--- src/pkg/pbm_pkg.sv ---
// shared constants and types for the push-button message manager
package pbm_pkg;
    localparam int ROW_W          = 11;
    localparam int ROW_COUNT      = 2048;
    localparam int CUE_ROWS       = 4;
    localparam int CUE_COUNT      = 4;
    localparam int RESERVED_ROWS  = 16;
    localparam logic [ROW_W-1:0] FIRST_MSG_ROW = 11'h010;
    localparam logic [ROW_W-1:0] LAST_ROW      = 11'h7ff;
    localparam int CLK_HZ         = 10_000_000;
    localparam int HOLD_MS        = 3000;
    localparam int HOLD_CYCLES    = HOLD_MS / 1000 * CLK_HZ;
    localparam int DEFAULT_BLINK_MS = 200;
    localparam int DEFAULT_BLINK_CYCLES = DEFAULT_BLINK_MS * (CLK_HZ / 1000);
    localparam int DEBOUNCE_US    = 10_000;
    localparam int DEBOUNCE_CYCLES = DEBOUNCE_US * (CLK_HZ / 1_000_000);
    localparam int CORRUPT_BLINKS = 7;
    // cue length in ms per sample-rate code 0..4 (12, 8, 6.4, 5.3, 4 kHz)
    localparam int CUE_MS_12K  = 330;
    localparam int CUE_MS_8K   = 500;
    localparam int CUE_MS_6K4  = 625;
    localparam int CUE_MS_5K3  = 750;
    localparam int CUE_MS_4K   = 1000;
    localparam int CUE_STEP_MS = 1;

    typedef struct packed {
        logic capture_key_n;
        logic advance_key_n;
        logic listen_key_n;
        logic clear_key_n;
    } keys_s;

    typedef struct packed {
        logic record;
        logic play;
        logic erase;
        logic [ROW_W-1:0] row;
    } array_cmd_s;

    typedef struct packed {
        logic mic_rec;
        logic aux_rec;
        logic aux_thru;
        logic mic_thru;
        logic aux_to_out;
    } analog_path_s;
endpackage

--- src/pushbutton_message_manager.sv ---
// push-button control: pointers, cue slots, record flow and led indication
`timescale 1ns/1ps
module pushbutton_message_manager #(
    parameter int HOLD_CYCLES   = pbm_pkg::HOLD_CYCLES,
    parameter int BLINK_CYCLES  = pbm_pkg::DEFAULT_BLINK_CYCLES,
    parameter int DEBOUNCE_CYCLES = pbm_pkg::DEBOUNCE_CYCLES
) (
    // clock and reset
    input  wire logic                     clk,
    input  wire logic                     sys_rst,
    // buttons and straps
    input  wire pbm_pkg::keys_s           keys,
    input  wire logic                     passthru_select_n,
    input  wire logic                     monitor_en,
    input  wire logic                     mix_en,
    input  wire logic [2:0]               rate_sel,
    // stored-state restore after reset, cue programming and array status
    input  wire logic                     restore_valid,
    input  wire logic                     restore_has_msgs,
    input  wire logic                     restore_corrupt,
    input  wire logic [pbm_pkg::ROW_W-1:0] restore_last_start,
    input  wire logic [pbm_pkg::ROW_W-1:0] restore_next_free,
    input  wire logic [3:0]               cue_programmed,
    input  wire logic                     array_full,
    input  wire logic                     array_row_done,
    input  wire logic                     cue_play_done,
    // array and analog path
    output pbm_pkg::array_cmd_s           array_cmd,
    output pbm_pkg::analog_path_s         analog_path,
    output logic                          powered_down,
    output logic                          cue_edit_mode,
    // indicator
    output logic                          led
);
    localparam int W = pbm_pkg::ROW_W;

    typedef enum logic [2:0] {
        ST_INIT   = 3'b000,
        ST_IDLE   = 3'b001,
        ST_CUE_IN = 3'b010,
        ST_REC    = 3'b011,
        ST_CUE_OUT = 3'b100,
        ST_IND    = 3'b101,
        ST_EDITOP = 3'b110
    } state_e;

    // wrap message row within circular area
    function automatic logic [W-1:0] next_row(input logic [W-1:0] r);
        next_row = (r == pbm_pkg::LAST_ROW) ? pbm_pkg::FIRST_MSG_ROW : W'(r + 1'b1);
    endfunction

    // row of cue slot
    function automatic logic [W-1:0] cue_row(input logic [1:0] c);
        cue_row = W'({c, 2'b00});
    endfunction

    // cue length in cycles for rate code
    function automatic logic [31:0] cue_cycles(input logic [2:0] s);
        unique case (s)
            3'd0:    cue_cycles = 32'(pbm_pkg::CUE_MS_12K * (pbm_pkg::CLK_HZ / 1000));
            3'd1:    cue_cycles = 32'(pbm_pkg::CUE_MS_8K * (pbm_pkg::CLK_HZ / 1000));
            3'd2:    cue_cycles = 32'(pbm_pkg::CUE_MS_6K4 * (pbm_pkg::CLK_HZ / 1000));
            3'd3:    cue_cycles = 32'(pbm_pkg::CUE_MS_5K3 * (pbm_pkg::CLK_HZ / 1000));
            default: cue_cycles = 32'(pbm_pkg::CUE_MS_4K * (pbm_pkg::CLK_HZ / 1000));
        endcase
    endfunction

    // debounce: stable level for DEBOUNCE_CYCLES
    logic [3:0]  raw, db_reg, db_next, db_prev_reg;
    logic [31:0] dbc_reg, dbc_next;
    assign raw = ~keys; // active high: capture, advance, listen, clear

    always_comb begin
        db_next  = db_reg;
        dbc_next = 32'h0;
        if (raw != db_reg) begin
            dbc_next = dbc_reg + 32'h1;
            if (dbc_reg >= 32'(DEBOUNCE_CYCLES)) begin
                db_next  = raw;
                dbc_next = 32'h0;
            end
        end
    end

    wire cap = db_reg[3];
    wire adv = db_reg[2];
    wire cap_rise = db_reg[3] & ~db_prev_reg[3];
    wire cap_fall = ~db_reg[3] & db_prev_reg[3];
    wire adv_rise = db_reg[2] & ~db_prev_reg[2];
    wire lis_rise = db_reg[1] & ~db_prev_reg[1];
    wire clr_rise = db_reg[0] & ~db_prev_reg[0];

    // blink sequencer
    logic        bl_start;
    logic [3:0]  bl_count;
    logic [31:0] bl_period;
    logic        bl_led, bl_busy;

    blink_unit #(.CNT_W(32)) u_blink (
        .clk    (clk),
        .sys_rst(sys_rst),
        .start  (bl_start),
        .count  (bl_count),
        .period (bl_period),
        .led    (bl_led),
        .busy   (bl_busy)
    );

    state_e       st_reg, st_next;
    logic [W-1:0] rec_ptr_reg, rec_ptr_next, play_ptr_reg, play_ptr_next, start_reg, start_next;
    logic         has_msgs_reg, has_msgs_next, corrupt_reg, corrupt_next;
    logic         edit_reg, edit_next, hold_done_reg, hold_done_next;
    logic [1:0]   cue_sel_reg, cue_sel_next;
    logic [31:0]  hold_reg, hold_next;
    logic         led_next;
    pbm_pkg::array_cmd_s cmd_next;
    pbm_pkg::analog_path_s path_next;

    // indication request: cue c, n blinks, period by programming
    task automatic indicate(input logic [1:0] c, input logic [3:0] n);
        bl_start  = 1'b1;
        bl_count  = n;
        bl_period = cue_programmed[c] ? cue_cycles(rate_sel) : 32'(BLINK_CYCLES);
        if (cue_programmed[c]) begin
            cmd_next.play = 1'b1;
            cmd_next.row  = cue_row(c);
        end
    endtask

    always_comb begin
        st_next       = st_reg;
        rec_ptr_next  = rec_ptr_reg;
        play_ptr_next = play_ptr_reg;
        start_next    = start_reg;
        has_msgs_next = has_msgs_reg;
        corrupt_next  = corrupt_reg;
        edit_next     = edit_reg;
        cue_sel_next  = cue_sel_reg;
        hold_done_next = hold_done_reg;
        hold_next     = adv ? ((hold_reg < 32'(HOLD_CYCLES)) ? hold_reg + 32'h1 : hold_reg) : 32'h0;
        led_next      = bl_led;
        bl_start      = 1'b0;
        bl_count      = 4'h0;
        bl_period     = 32'h0;
        cmd_next      = '0;
        cmd_next.row  = array_cmd.row;
        if (!adv) begin
            hold_done_next = 1'b0;
        end
        unique case (st_reg)
            ST_INIT: begin
                if (restore_valid) begin
                    has_msgs_next = restore_has_msgs;
                    corrupt_next  = restore_corrupt;
                    rec_ptr_next  = restore_has_msgs ? restore_next_free : pbm_pkg::FIRST_MSG_ROW;
                    play_ptr_next = restore_has_msgs ? restore_last_start : pbm_pkg::FIRST_MSG_ROW;
                    st_next       = ST_IDLE;
                end
            end
            ST_IDLE: begin
                if (bl_busy) begin
                    st_next = ST_IDLE;
                end else if (corrupt_reg && (cap_rise || adv_rise || lis_rise || clr_rise)) begin
                    bl_start  = 1'b1;
                    bl_count  = 4'(pbm_pkg::CORRUPT_BLINKS);
                    bl_period = 32'(BLINK_CYCLES);
                end else if (adv && cap && hold_reg >= 32'(HOLD_CYCLES) && !hold_done_reg) begin
                    hold_done_next = 1'b1;
                    edit_next      = ~edit_reg;
                    cue_sel_next   = 2'd0;
                    if (edit_reg) begin
                        indicate(2'd1, 4'h2);
                    end else begin
                        indicate(2'd0, 4'h2);
                    end
                end else if (cap_rise) begin
                    start_next = edit_reg ? cue_row(cue_sel_reg) : rec_ptr_reg;
                    if (!edit_reg && cue_programmed[0]) begin
                        indicate(2'd0, 4'h1);
                        st_next = ST_CUE_IN;
                    end else begin
                        led_next = 1'b1;
                        cmd_next.record = 1'b1;
                        cmd_next.row    = edit_reg ? cue_row(cue_sel_reg) : rec_ptr_reg;
                        st_next = ST_REC;
                    end
                end else if (edit_reg && adv_rise) begin
                    cue_sel_next = cue_sel_reg + 2'd1;
                    indicate(2'(cue_sel_reg + 2'd1), 4'({2'b00, 2'(cue_sel_reg + 2'd1)} + 4'h1));
                end else if (edit_reg && (lis_rise || clr_rise)) begin
                    cmd_next.play  = lis_rise;
                    cmd_next.erase = clr_rise;
                    cmd_next.row   = cue_row(cue_sel_reg);
                    st_next = ST_EDITOP;
                end else if (!edit_reg && adv && hold_reg == 32'(HOLD_CYCLES) - 32'h1) begin
                    if (!has_msgs_reg || next_row(play_ptr_reg) == rec_ptr_reg) begin
                        indicate(2'd1, 4'h2);
                    end else begin
                        indicate(2'd0, 4'h1);
                    end
                end
            end
            ST_CUE_IN: begin
                if (!bl_busy) begin
                    led_next = 1'b1;
                    cmd_next.record = 1'b1;
                    cmd_next.row    = start_reg;
                    st_next = ST_REC;
                end
            end
            ST_REC: begin
                led_next = 1'b1;
                cmd_next.record = 1'b1;
                if (array_row_done && !edit_reg) begin
                    cmd_next.row = next_row(array_cmd.row);
                end
                if (cap_fall || !cap || array_full) begin
                    cmd_next.record = 1'b0;
                    if (!edit_reg) begin
                        rec_ptr_next  = next_row(array_cmd.row);
                        play_ptr_next = start_reg;
                        has_msgs_next = 1'b1;
                    end
                    if (!edit_reg && cue_programmed[1]) begin
                        indicate(2'd1, 4'h2);
                    end else begin
                        led_next = 1'b0;
                    end
                    st_next = ST_CUE_OUT;
                end
            end
            ST_CUE_OUT: begin
                if (!bl_busy) begin
                    st_next = ST_IDLE;
                end
            end
            ST_EDITOP: begin
                cmd_next.play  = array_cmd.play;
                cmd_next.erase = array_cmd.erase;
                if (cue_play_done) begin
                    cmd_next = '0;
                    cmd_next.row = array_cmd.row;
                    st_next  = ST_IDLE;
                end
            end
            default: st_next = ST_IDLE;
        endcase
        if (st_reg == ST_IDLE && bl_busy && bl_led == 1'b0 && !bl_start) begin
            led_next = 1'b0;
        end
        // analog path select
        path_next.mic_rec    = cmd_next.record && (passthru_select_n || mix_en);
        path_next.aux_rec    = cmd_next.record && !passthru_select_n;
        path_next.aux_thru   = !passthru_select_n && (!cmd_next.record || monitor_en) && !cmd_next.play;
        path_next.mic_thru   = (mix_en && !passthru_select_n && (!cmd_next.record || monitor_en) && !cmd_next.play)
                             || (passthru_select_n && cmd_next.record && monitor_en);
        path_next.aux_to_out = cmd_next.play && !passthru_select_n;
    end

    always_ff @(posedge clk or posedge sys_rst) begin
        if (sys_rst) begin
            db_reg        <= 4'h0;
            db_prev_reg   <= 4'h0;
            dbc_reg       <= 32'h0;
            st_reg        <= ST_INIT;
            rec_ptr_reg   <= pbm_pkg::FIRST_MSG_ROW;
            play_ptr_reg  <= pbm_pkg::FIRST_MSG_ROW;
            start_reg     <= pbm_pkg::FIRST_MSG_ROW;
            has_msgs_reg  <= 1'b0;
            corrupt_reg   <= 1'b0;
            edit_reg      <= 1'b0;
            cue_sel_reg   <= 2'd0;
            hold_reg      <= 32'h0;
            hold_done_reg <= 1'b0;
            led           <= 1'b0;
            array_cmd     <= '0;
            analog_path   <= '0;
            powered_down  <= 1'b1;
            cue_edit_mode <= 1'b0;
        end else begin
            db_reg        <= db_next;
            db_prev_reg   <= db_reg;
            dbc_reg       <= dbc_next;
            st_reg        <= st_next;
            rec_ptr_reg   <= rec_ptr_next;
            play_ptr_reg  <= play_ptr_next;
            start_reg     <= start_next;
            has_msgs_reg  <= has_msgs_next;
            corrupt_reg   <= corrupt_next;
            edit_reg      <= edit_next;
            cue_sel_reg   <= cue_sel_next;
            hold_reg      <= hold_next;
            hold_done_reg <= hold_done_next;
            led           <= led_next;
            array_cmd     <= cmd_next;
            analog_path   <= path_next;
            powered_down  <= (st_next == ST_IDLE) && !bl_busy && !bl_start;
            cue_edit_mode <= edit_next;
        end
    end

    // checks
    property p_cap_ignored_busy;
        @(posedge clk) disable iff (sys_rst)
        (st_reg == ST_IDLE && bl_busy && cap_rise) |=> (st_reg == ST_IDLE);
    endproperty
    a_cap_ignored_busy: assert property (p_cap_ignored_busy) else $error("capture taken while busy");

    property p_ptr_in_area;
        @(posedge clk) disable iff (sys_rst)
        (st_reg != ST_INIT) |-> (rec_ptr_reg >= pbm_pkg::FIRST_MSG_ROW && play_ptr_reg >= pbm_pkg::FIRST_MSG_ROW);
    endproperty
    a_ptr_in_area: assert property (p_ptr_in_area) else $error("pointer in cue area");

    property p_rec_led_on;
        @(posedge clk) disable iff (sys_rst)
        (st_reg == ST_REC && st_next == ST_REC) |=> led;
    endproperty
    a_rec_led_on: assert property (p_rec_led_on) else $error("led off during record");

    property p_rec_end_ptrs;
        @(posedge clk) disable iff (sys_rst)
        (st_reg == ST_REC && st_next == ST_CUE_OUT && !edit_reg) |=> (play_ptr_reg == $past(start_reg));
    endproperty
    a_rec_end_ptrs: assert property (p_rec_end_ptrs) else $error("playback pointer not at new message");

    property p_play_ptr_stable;
        @(posedge clk) disable iff (sys_rst)
        (st_reg != ST_INIT && !(st_reg == ST_REC)) |=> $stable(play_ptr_reg);
    endproperty
    a_play_ptr_stable: assert property (p_play_ptr_stable) else $error("playback pointer moved");

    property p_rec_stops;
        @(posedge clk) disable iff (sys_rst)
        (st_reg == ST_REC && array_full) |=> !array_cmd.record;
    endproperty
    a_rec_stops: assert property (p_rec_stops) else $error("record beyond full");

    property p_done_idle;
        @(posedge clk) disable iff (sys_rst)
        (st_reg == ST_CUE_OUT && !bl_busy) |=> (st_reg == ST_IDLE);
    endproperty
    a_done_idle: assert property (p_done_idle) else $error("no return to idle");

    property p_edit_cue_row;
        @(posedge clk) disable iff (sys_rst)
        (st_reg == ST_EDITOP) |-> (array_cmd.row < W'(pbm_pkg::RESERVED_ROWS));
    endproperty
    a_edit_cue_row: assert property (p_edit_cue_row) else $error("edit outside cue rows");
endmodule

--- src/blink_unit.sv ---
// led blink sequencer: n blinks of a given half period
`timescale 1ns/1ps
module blink_unit #(
    parameter int CNT_W = 32
) (
    // clock and reset
    input  wire logic             clk,
    input  wire logic             sys_rst,
    // request
    input  wire logic             start,
    input  wire logic [3:0]       count,
    input  wire logic [CNT_W-1:0] period,
    // status
    output logic                  led,
    output logic                  busy
);
    logic [3:0]       left_reg, left_next;
    logic [CNT_W-1:0] tick_reg, tick_next, per_reg, per_next;
    logic             led_next, busy_next;

    always_comb begin
        left_next = left_reg;
        tick_next = tick_reg;
        per_next  = per_reg;
        led_next  = led;
        busy_next = busy;
        if (start && !busy) begin
            left_next = count;
            per_next  = period;
            tick_next = period;
            led_next  = 1'b1;
            busy_next = (count != 4'h0);
        end else if (busy) begin
            if (tick_reg > 1) begin
                tick_next = tick_reg - 1'b1;
            end else begin
                tick_next = per_reg;
                if (led) begin
                    led_next  = 1'b0;
                    left_next = left_reg - 4'h1;
                end else if (left_reg != 4'h0) begin
                    led_next = 1'b1;
                end else begin
                    busy_next = 1'b0;
                end
            end
        end
    end

    always_ff @(posedge clk or posedge sys_rst) begin
        if (sys_rst) begin
            left_reg <= 4'h0;
            tick_reg <= '0;
            per_reg  <= '0;
            led      <= 1'b0;
            busy     <= 1'b0;
        end else begin
            left_reg <= left_next;
            tick_reg <= tick_next;
            per_reg  <= per_next;
            led      <= led_next;
            busy     <= busy_next;
        end
    end
endmodule

--- config.mk ---
export PLATFORM = sky130hd
export DESIGN_NAME = pushbutton_message_manager
export DESIGN_NICKNAME = d
export VERILOG_FILES = /design/src/pkg/pbm_pkg.sv /design/src/pushbutton_message_manager.sv /design/src/blink_unit.sv
export SDC_FILE = /design/constraint.sdc
export NUM_CORES = 1
export LEC_CHECK = 0
export ABC_CLOCK_PERIOD_IN_PS = 5700
export BUFFER_PORTS_ARGS = -buffer_cell sky130_fd_sc_hd__buf_2
export CORE_UTILIZATION = 25
export DETAILED_ROUTE_END_ITERATION = 16
export GPL_TIMING_DRIVEN = 0
export PLACE_DENSITY = 0.38
export SETUP_SLACK_MARGIN = 0.02
export SLEW_MARGIN = 20
export SYNTH_ARGS = -nofsm -noshare
export SYNTH_HDL_FRONTEND = slang
export SYNTH_HIERARCHICAL = 1
export SYNTH_SLANG_ARGS = --single-unit
--- constraint.sdc ---
create_clock -name clk -period 5.7 [get_ports clk]
set_input_delay 1.14 -clock clk [delete_from_list [all_inputs] [get_ports clk]]
set_output_delay 1.14 -clock clk [all_outputs]
set_load 0.05 [all_outputs]
# Word level (Yosys, flattened, before mapping)
# Index checks and enable logic that the tools add are counted.
# word_totals
reg_bits	205
input_bits	44
word_cells	302
output_inout_bits	22
# op_classes
mux	153
bitwise_logic	17
n_reduce_logical	64
add_sub_neg	8
magnitude_cmp	5
n_eq_ne	26
# ops
operator	count
$mux W32	22
$mux W11	27
$pmux W24 S4	1
$add A32 B1 Y32 const B	2
$pmux W32 S2	1
$mux W1	58
$pmux W11 S2	2
$pmux W11 S4	1
$mux W3	12
$eq A32 B25 Y1 const B	1
$ge A32 B17 Y1 const B	1
$ge A32 B25 Y1 const B	1
$gt A32 B1 Y1 const B	1
$lt A32 B25 Y1 const B	1
$mux W4	8
$sub A32 B1 Y32 const B	1
$mux W14	2
$logic_and A1 B1 Y1	27
$add A11 B1 Y11 const B	2
$eq A11 B11 Y1 const B	2
$mux W2	9
$pmux W3 S6	1
$ne A2 B2 Y1 const B	7
$mux W13	1
31 further kinds	82

# Depth between registers and ports, before layout
# logic_depth
word_depth	18
depth_mapped	16
depth_no_buf	13

# Cells and area by module
# The synthesis kept the hierarchy.
# by_module_without_submodules
mod	cells_each	instances	seq_area_each_um2	area_per_inst_um2
pushbutton_message_manager	935	1	3383.2	8001.4
blink_unit	464	1	1751.7	4058.9

# Worst setup path after synthesis
# Ideal clock, no wire load.
# synth_timing
kind	register -> register
from	register hold_reg[13]
to	register u_blink.tick_reg[13]
setup_time_ns	0.138
path_buffers	4
arrival_time_ns	3.510
required_ns	5.562
path_stages_with_launch	13
slack_ns	2.051
period_less_slack_ns	3.649
path_cell_list	dfrtp_1 > or4_4 > or3_1 > or4_1 > buf_2 > nand3_1 > a21oi_1 > o21ai_0 > clkbuf_1 > clkbuf_1 > buf_1 > mux2i_1 > o22ai_1
# synth_via
elab_chain_cells	12
word_cells_on_any_way	24
classes_between	1 x order compare; 1 x eq/ne; 17 x mux; 5 x reduce/logical
# synth_lines
item	line_no	source
from (decl)	pushbutton_message_manager.sv:114	logic [31:0] hold_reg, hold_next;
from (signal assigned)	pushbutton_message_manager.sv:292	hold_reg <= hold_next;
branches (longest 6 deep; another with $ge A32 B25 Y1)	-	
$mux W1 *	pushbutton_message_manager.sv:167	end else if (adv && cap && hold_reg >= 32'(HOLD_CYCLES) && !hold_done_reg) begin
$mux W1 *	pushbutton_message_manager.sv:163	end else if (corrupt_reg && (cap_rise || adv_rise || lis_rise || clr_rise)) begin
$mux W1 *	pushbutton_message_manager.sv:161	if (bl_busy) begin
$pmux W1 S2 *	pushbutton_message_manager.sv:150	unique case (st_reg)
via bl_start	pushbutton_message_manager.sv:94	logic bl_start;
$logic_and A1 B1 Y1 *	blink_unit.sv:27	if (start && !busy) begin
$mux W32 or $reduce_bool A2 Y1 (tied branches)	-	
to (signal assigned)	blink_unit.sv:59	tick_reg <= tick_next;
to (decl)	blink_unit.sv:18	logic [CNT_W-1:0] tick_reg, tick_next, per_reg, per_next;
# Mark *: on every way through the listed nets, which the timed path passes.
# A chain may end at the register's enable or synchronous reset.

# Worst setup path in the final report
# layout_timing
from	register hold_reg[13]
to	register u_blink.tick_reg[19]
# Same word-level chain as after synthesis.

==> flow_metrics.tcl <==
set metrics [dict create \
    cts.path.max_buffers 3 \
    synth.distinct_cells 84 \
    ant_nets 0 \
    grt_pass1_vias 10500 \
    endpoint_kind "flop" \
    worstPathMaxFanout 10 \
    antenna_found_initial 2 \
    root_buffer "clkbuf_16" \
    clock-sinks 205 \
    syn_area_sq_mm 0.0121 \
    crit_type "flop to flop" \
    drtIter0Drc 752 \
    critPathTopFamily "buffers and inverters" \
    syn_to_final_growth_pct 18.4 \
    ios 66 \
    crit_top_cell "clkbuf_1" \
    critPathLaunch "hold_reg[13]$_DFFE_PP0P_" \
    p_leak_uw 0.00604 \
    dp_hpwl_microns 30200 \
    cts_tree "built" \
    ctsHoldBuffers 0 \
    min_period_over_period_pct 84.6 \
    routedWlPerCell_microns 19.2 \
    dpl_cell_area_sq_mm 0.0134 \
    yosysSeqAreaShare_pct 42.6 \
    drive_gt1_share_pct 9.91 \
    min-delay-start "db_reg[1]$_DFFE_PP0P_" \
    slowest_delay_ns 0.70 \
    required_ns 6.11 \
    hold_class "flop to flop" \
    die_height_microns 222 \
    ys.warnings.count 6 \
    dominantRegCellSynth "dfrtp_1" \
    fp-row-count 80 \
    h-tree-depth 1 \
    numCtsBuffers 27 \
    timing.hold.ws_ns 0.438 \
    startpoint_type "flop" \
    powerDensity_mw_per_mm2 399 \
    cts.clk_slew.worst_paths_ns 0.07 \
    min_period_ns 4.82 \
    gp_congestion 0.859 \
    crit_chain "or4_4 -> or3_1 -> or4_1 -> buf_2 -> nand3_1 -> a21oi_1 -> o21ai_0 -> clkbuf_1 -> clkbuf_1 -> buf_1 -> mux2i_1 -> o22ai_1" \
    grt_usage_pct 16.8 \
    ir_worst_vdd_mv 0.217 \
    first_pass_iters 5 \
    fin_nets 1587 \
    syn_avg_cell_area_sq_um 8.62 \
    arrival_ns 5.23 \
    worst_pin_slew_ns 1.04 \
    initial_utilization_pct 25.3 \
    grt_max_degree 98 \
    clk_latency_ns 0.56 \
    r2r-start "hold_reg[13]$_DFFE_PP0P_" \
    routed_wl_microns 41600 \
    cts_resized 0 \
    setup_viol 0 \
    maxCapViolations 0 \
    vias_per_cell 5.00 \
    nFillCells 5124 \
    synthCells 1399 \
    ys_async_sr_fraction_pct 100 \
    vias 10900 \
    slew_headroom_pct 29.7 \
    die_x_microns 222 \
    gr-total-overflow 0 \
    outcome "complete, no violations" \
    synth_edf_count 0 \
    fin_worst_skew_ns 0.0230 \
    synth-seq-cells 205 \
    cpMaxStageDelayCell "buf_1" \
    finalMaxSlewViolations 0 \
    drc_errors 0 \
    path_buf_inv 4 \
    port_buffers 63 \
    core-area_sq_mm 0.0476 \
    post_cts.repair.setup_buffers 0 \
    fin_setup_tns_ns 0 \
    finalHoldViolations 0 \
    fmax_ghz 0.207 \
    design_area_sq_mm 0.0143 \
    dieArea_sq_mm 0.0491 \
    rsz0062_at_grt "false" \
    grt_pass1_wl_microns 64700 \
]
==> final cells by class <==
cell class,instances,area (sq um),share of cell area [%]
tap,615,769,5.39
sequential,205,5130,36.0
timing repair buffer,66,368,2.58
inverter,41,164,1.15
multi-input combinational,1110,6620,46.4
clock inverter,4,52.6,0.368
antenna,2,5.00,0.0351
clock buffer,46,837,5.86
buffer,82,325,2.28
==> worst register-to-register path: stages, from the launching register on <==
cell      delay [ns]
dfrtp_1         0.42
or4_4           0.58
or3_1           0.34
or4_1           0.40
buf_2           0.20
nand3_1         0.10
a21oi_1         0.07
o21ai_0         0.37
clkbuf_1        0.50
clkbuf_1        0.62
buf_1           0.71
mux2i_1         0.29
o22ai_1         0.10
==> final timing paths <==
check                                                   end  slack (ns)  depth (start not counted)
setup / recovery           u_blink/tick_reg[19]$_DFFE_PP0P_        0.88                         12
hold / removal                     db_prev_reg[1]$_DFF_PP0_        0.44                          0
min in group asynchronous          analog_path[4]$_DFF_PP0_        0.58                          2
setup reg to reg           u_blink/tick_reg[19]$_DFFE_PP0P_        0.88                         12
hold reg to reg                    db_prev_reg[1]$_DFF_PP0_        0.44                          0
max in group asynchronous       play_ptr_reg[4]$_DFFE_PP1P_        4.27                          3
==> cell usage after synthesis, types with 12 or more instances <==
| master | n | area (sq um) |
|---|---|---|
| a211oi_1 | 26 | 195 |
| a21oi_1 | 64 | 320 |
| a31oi_1 | 26 | 163 |
| and3_1 | 30 | 188 |
| clkbuf_1 | 71 | 267 |
| dfrtp_1 | 201 | 5030 |
| inv_1 | 40 | 150 |
| mux2i_1 | 44 | 440 |
| nand2_1 | 222 | 833 |
| nand2b_1 | 15 | 93.8 |
| nand3_1 | 57 | 285 |
| nand4_1 | 19 | 119 |
| nor2_1 | 124 | 465 |
| nor2b_1 | 19 | 119 |
| nor3_1 | 34 | 170 |
| nor4_1 | 19 | 119 |
| o211ai_1 | 12 | 90.1 |
| o21ai_0 | 76 | 380 |
| o22ai_1 | 23 | 144 |
| or3_1 | 17 | 106 |
| xnor2_1 | 41 | 359 |
| xor2_1 | 34 | 298 |
==> cell families after synthesis <==
kind of cell	Yosys count	synth area share, %
other cells	1	0.0311
simple gates	610	24.8
fa+ha+maj	10	1.04
buf+inv	123	3.97
xor+xnor	75	5.45
mux	55	4.77
compound gates	320	17.4
flops	205	42.6
==> power by group <==
group          total (uW)  internal (uW)  switching (uW)  leakage, uW
sequential           2190           1790             400      0.00265
combinational        1780            663            1120      0.00295
clock                1720           1040             686     0.000436
total                5690           3490            2200      0.00604
==> placed cells by master, fill, tap and decap left out, types with 6 or more instances in the layout <==
cell type and n:
a211oi_1 26, a21oi_1 64, a221o_1 9, a22oi_1 6
a31o_1 10, a31oi_1 25, and2_1 10, and3_1 30
buf_2 68, clkbuf_1 81, clkbuf_16 27, clkbuf_8 9
conb_1 40, dfrtp_1 201, ha_1 10, inv_1 38
mux2_1 6, mux2i_1 44, nand2_1 222, nand2b_1 15
nand3_1 57, nand4_1 19, nor2_1 124, nor2b_1 19
nor3_1 33, nor4_1 19, o211ai_1 12, o21ai_0 76
o21ai_1 7, o22ai_1 23, o31ai_1 11, or3_1 17
or4_1 11, xnor2_1 41, xor2_1 34
==> routing by layer <==
metal	vias to the layer above	GRT usage (%)	wire length, microns
li1	5253	-	-
met1	5353	24.7	20900
met4	2	3.41	693
met3	41	2.50	1660
met5	-	0	8
met2	210	25.9	18300
==> metrics by stage <==
step	instances	worst slack (ns)	total power (uW)	utilization, %
2_1_floorplan	1438	0.956	3400	-
5_1_grt	2169	0.428	6060	30.0
4_1_cts	2169	0.845	5760	30.0
6_report	2171	0.879	5690	30.0
3_3_place_gp	2116	-1.30	3970	27.9
3_5_place_dp	2119	0.723	3990	28.1
Note: power is estimated with default switching activity, not from simulation.
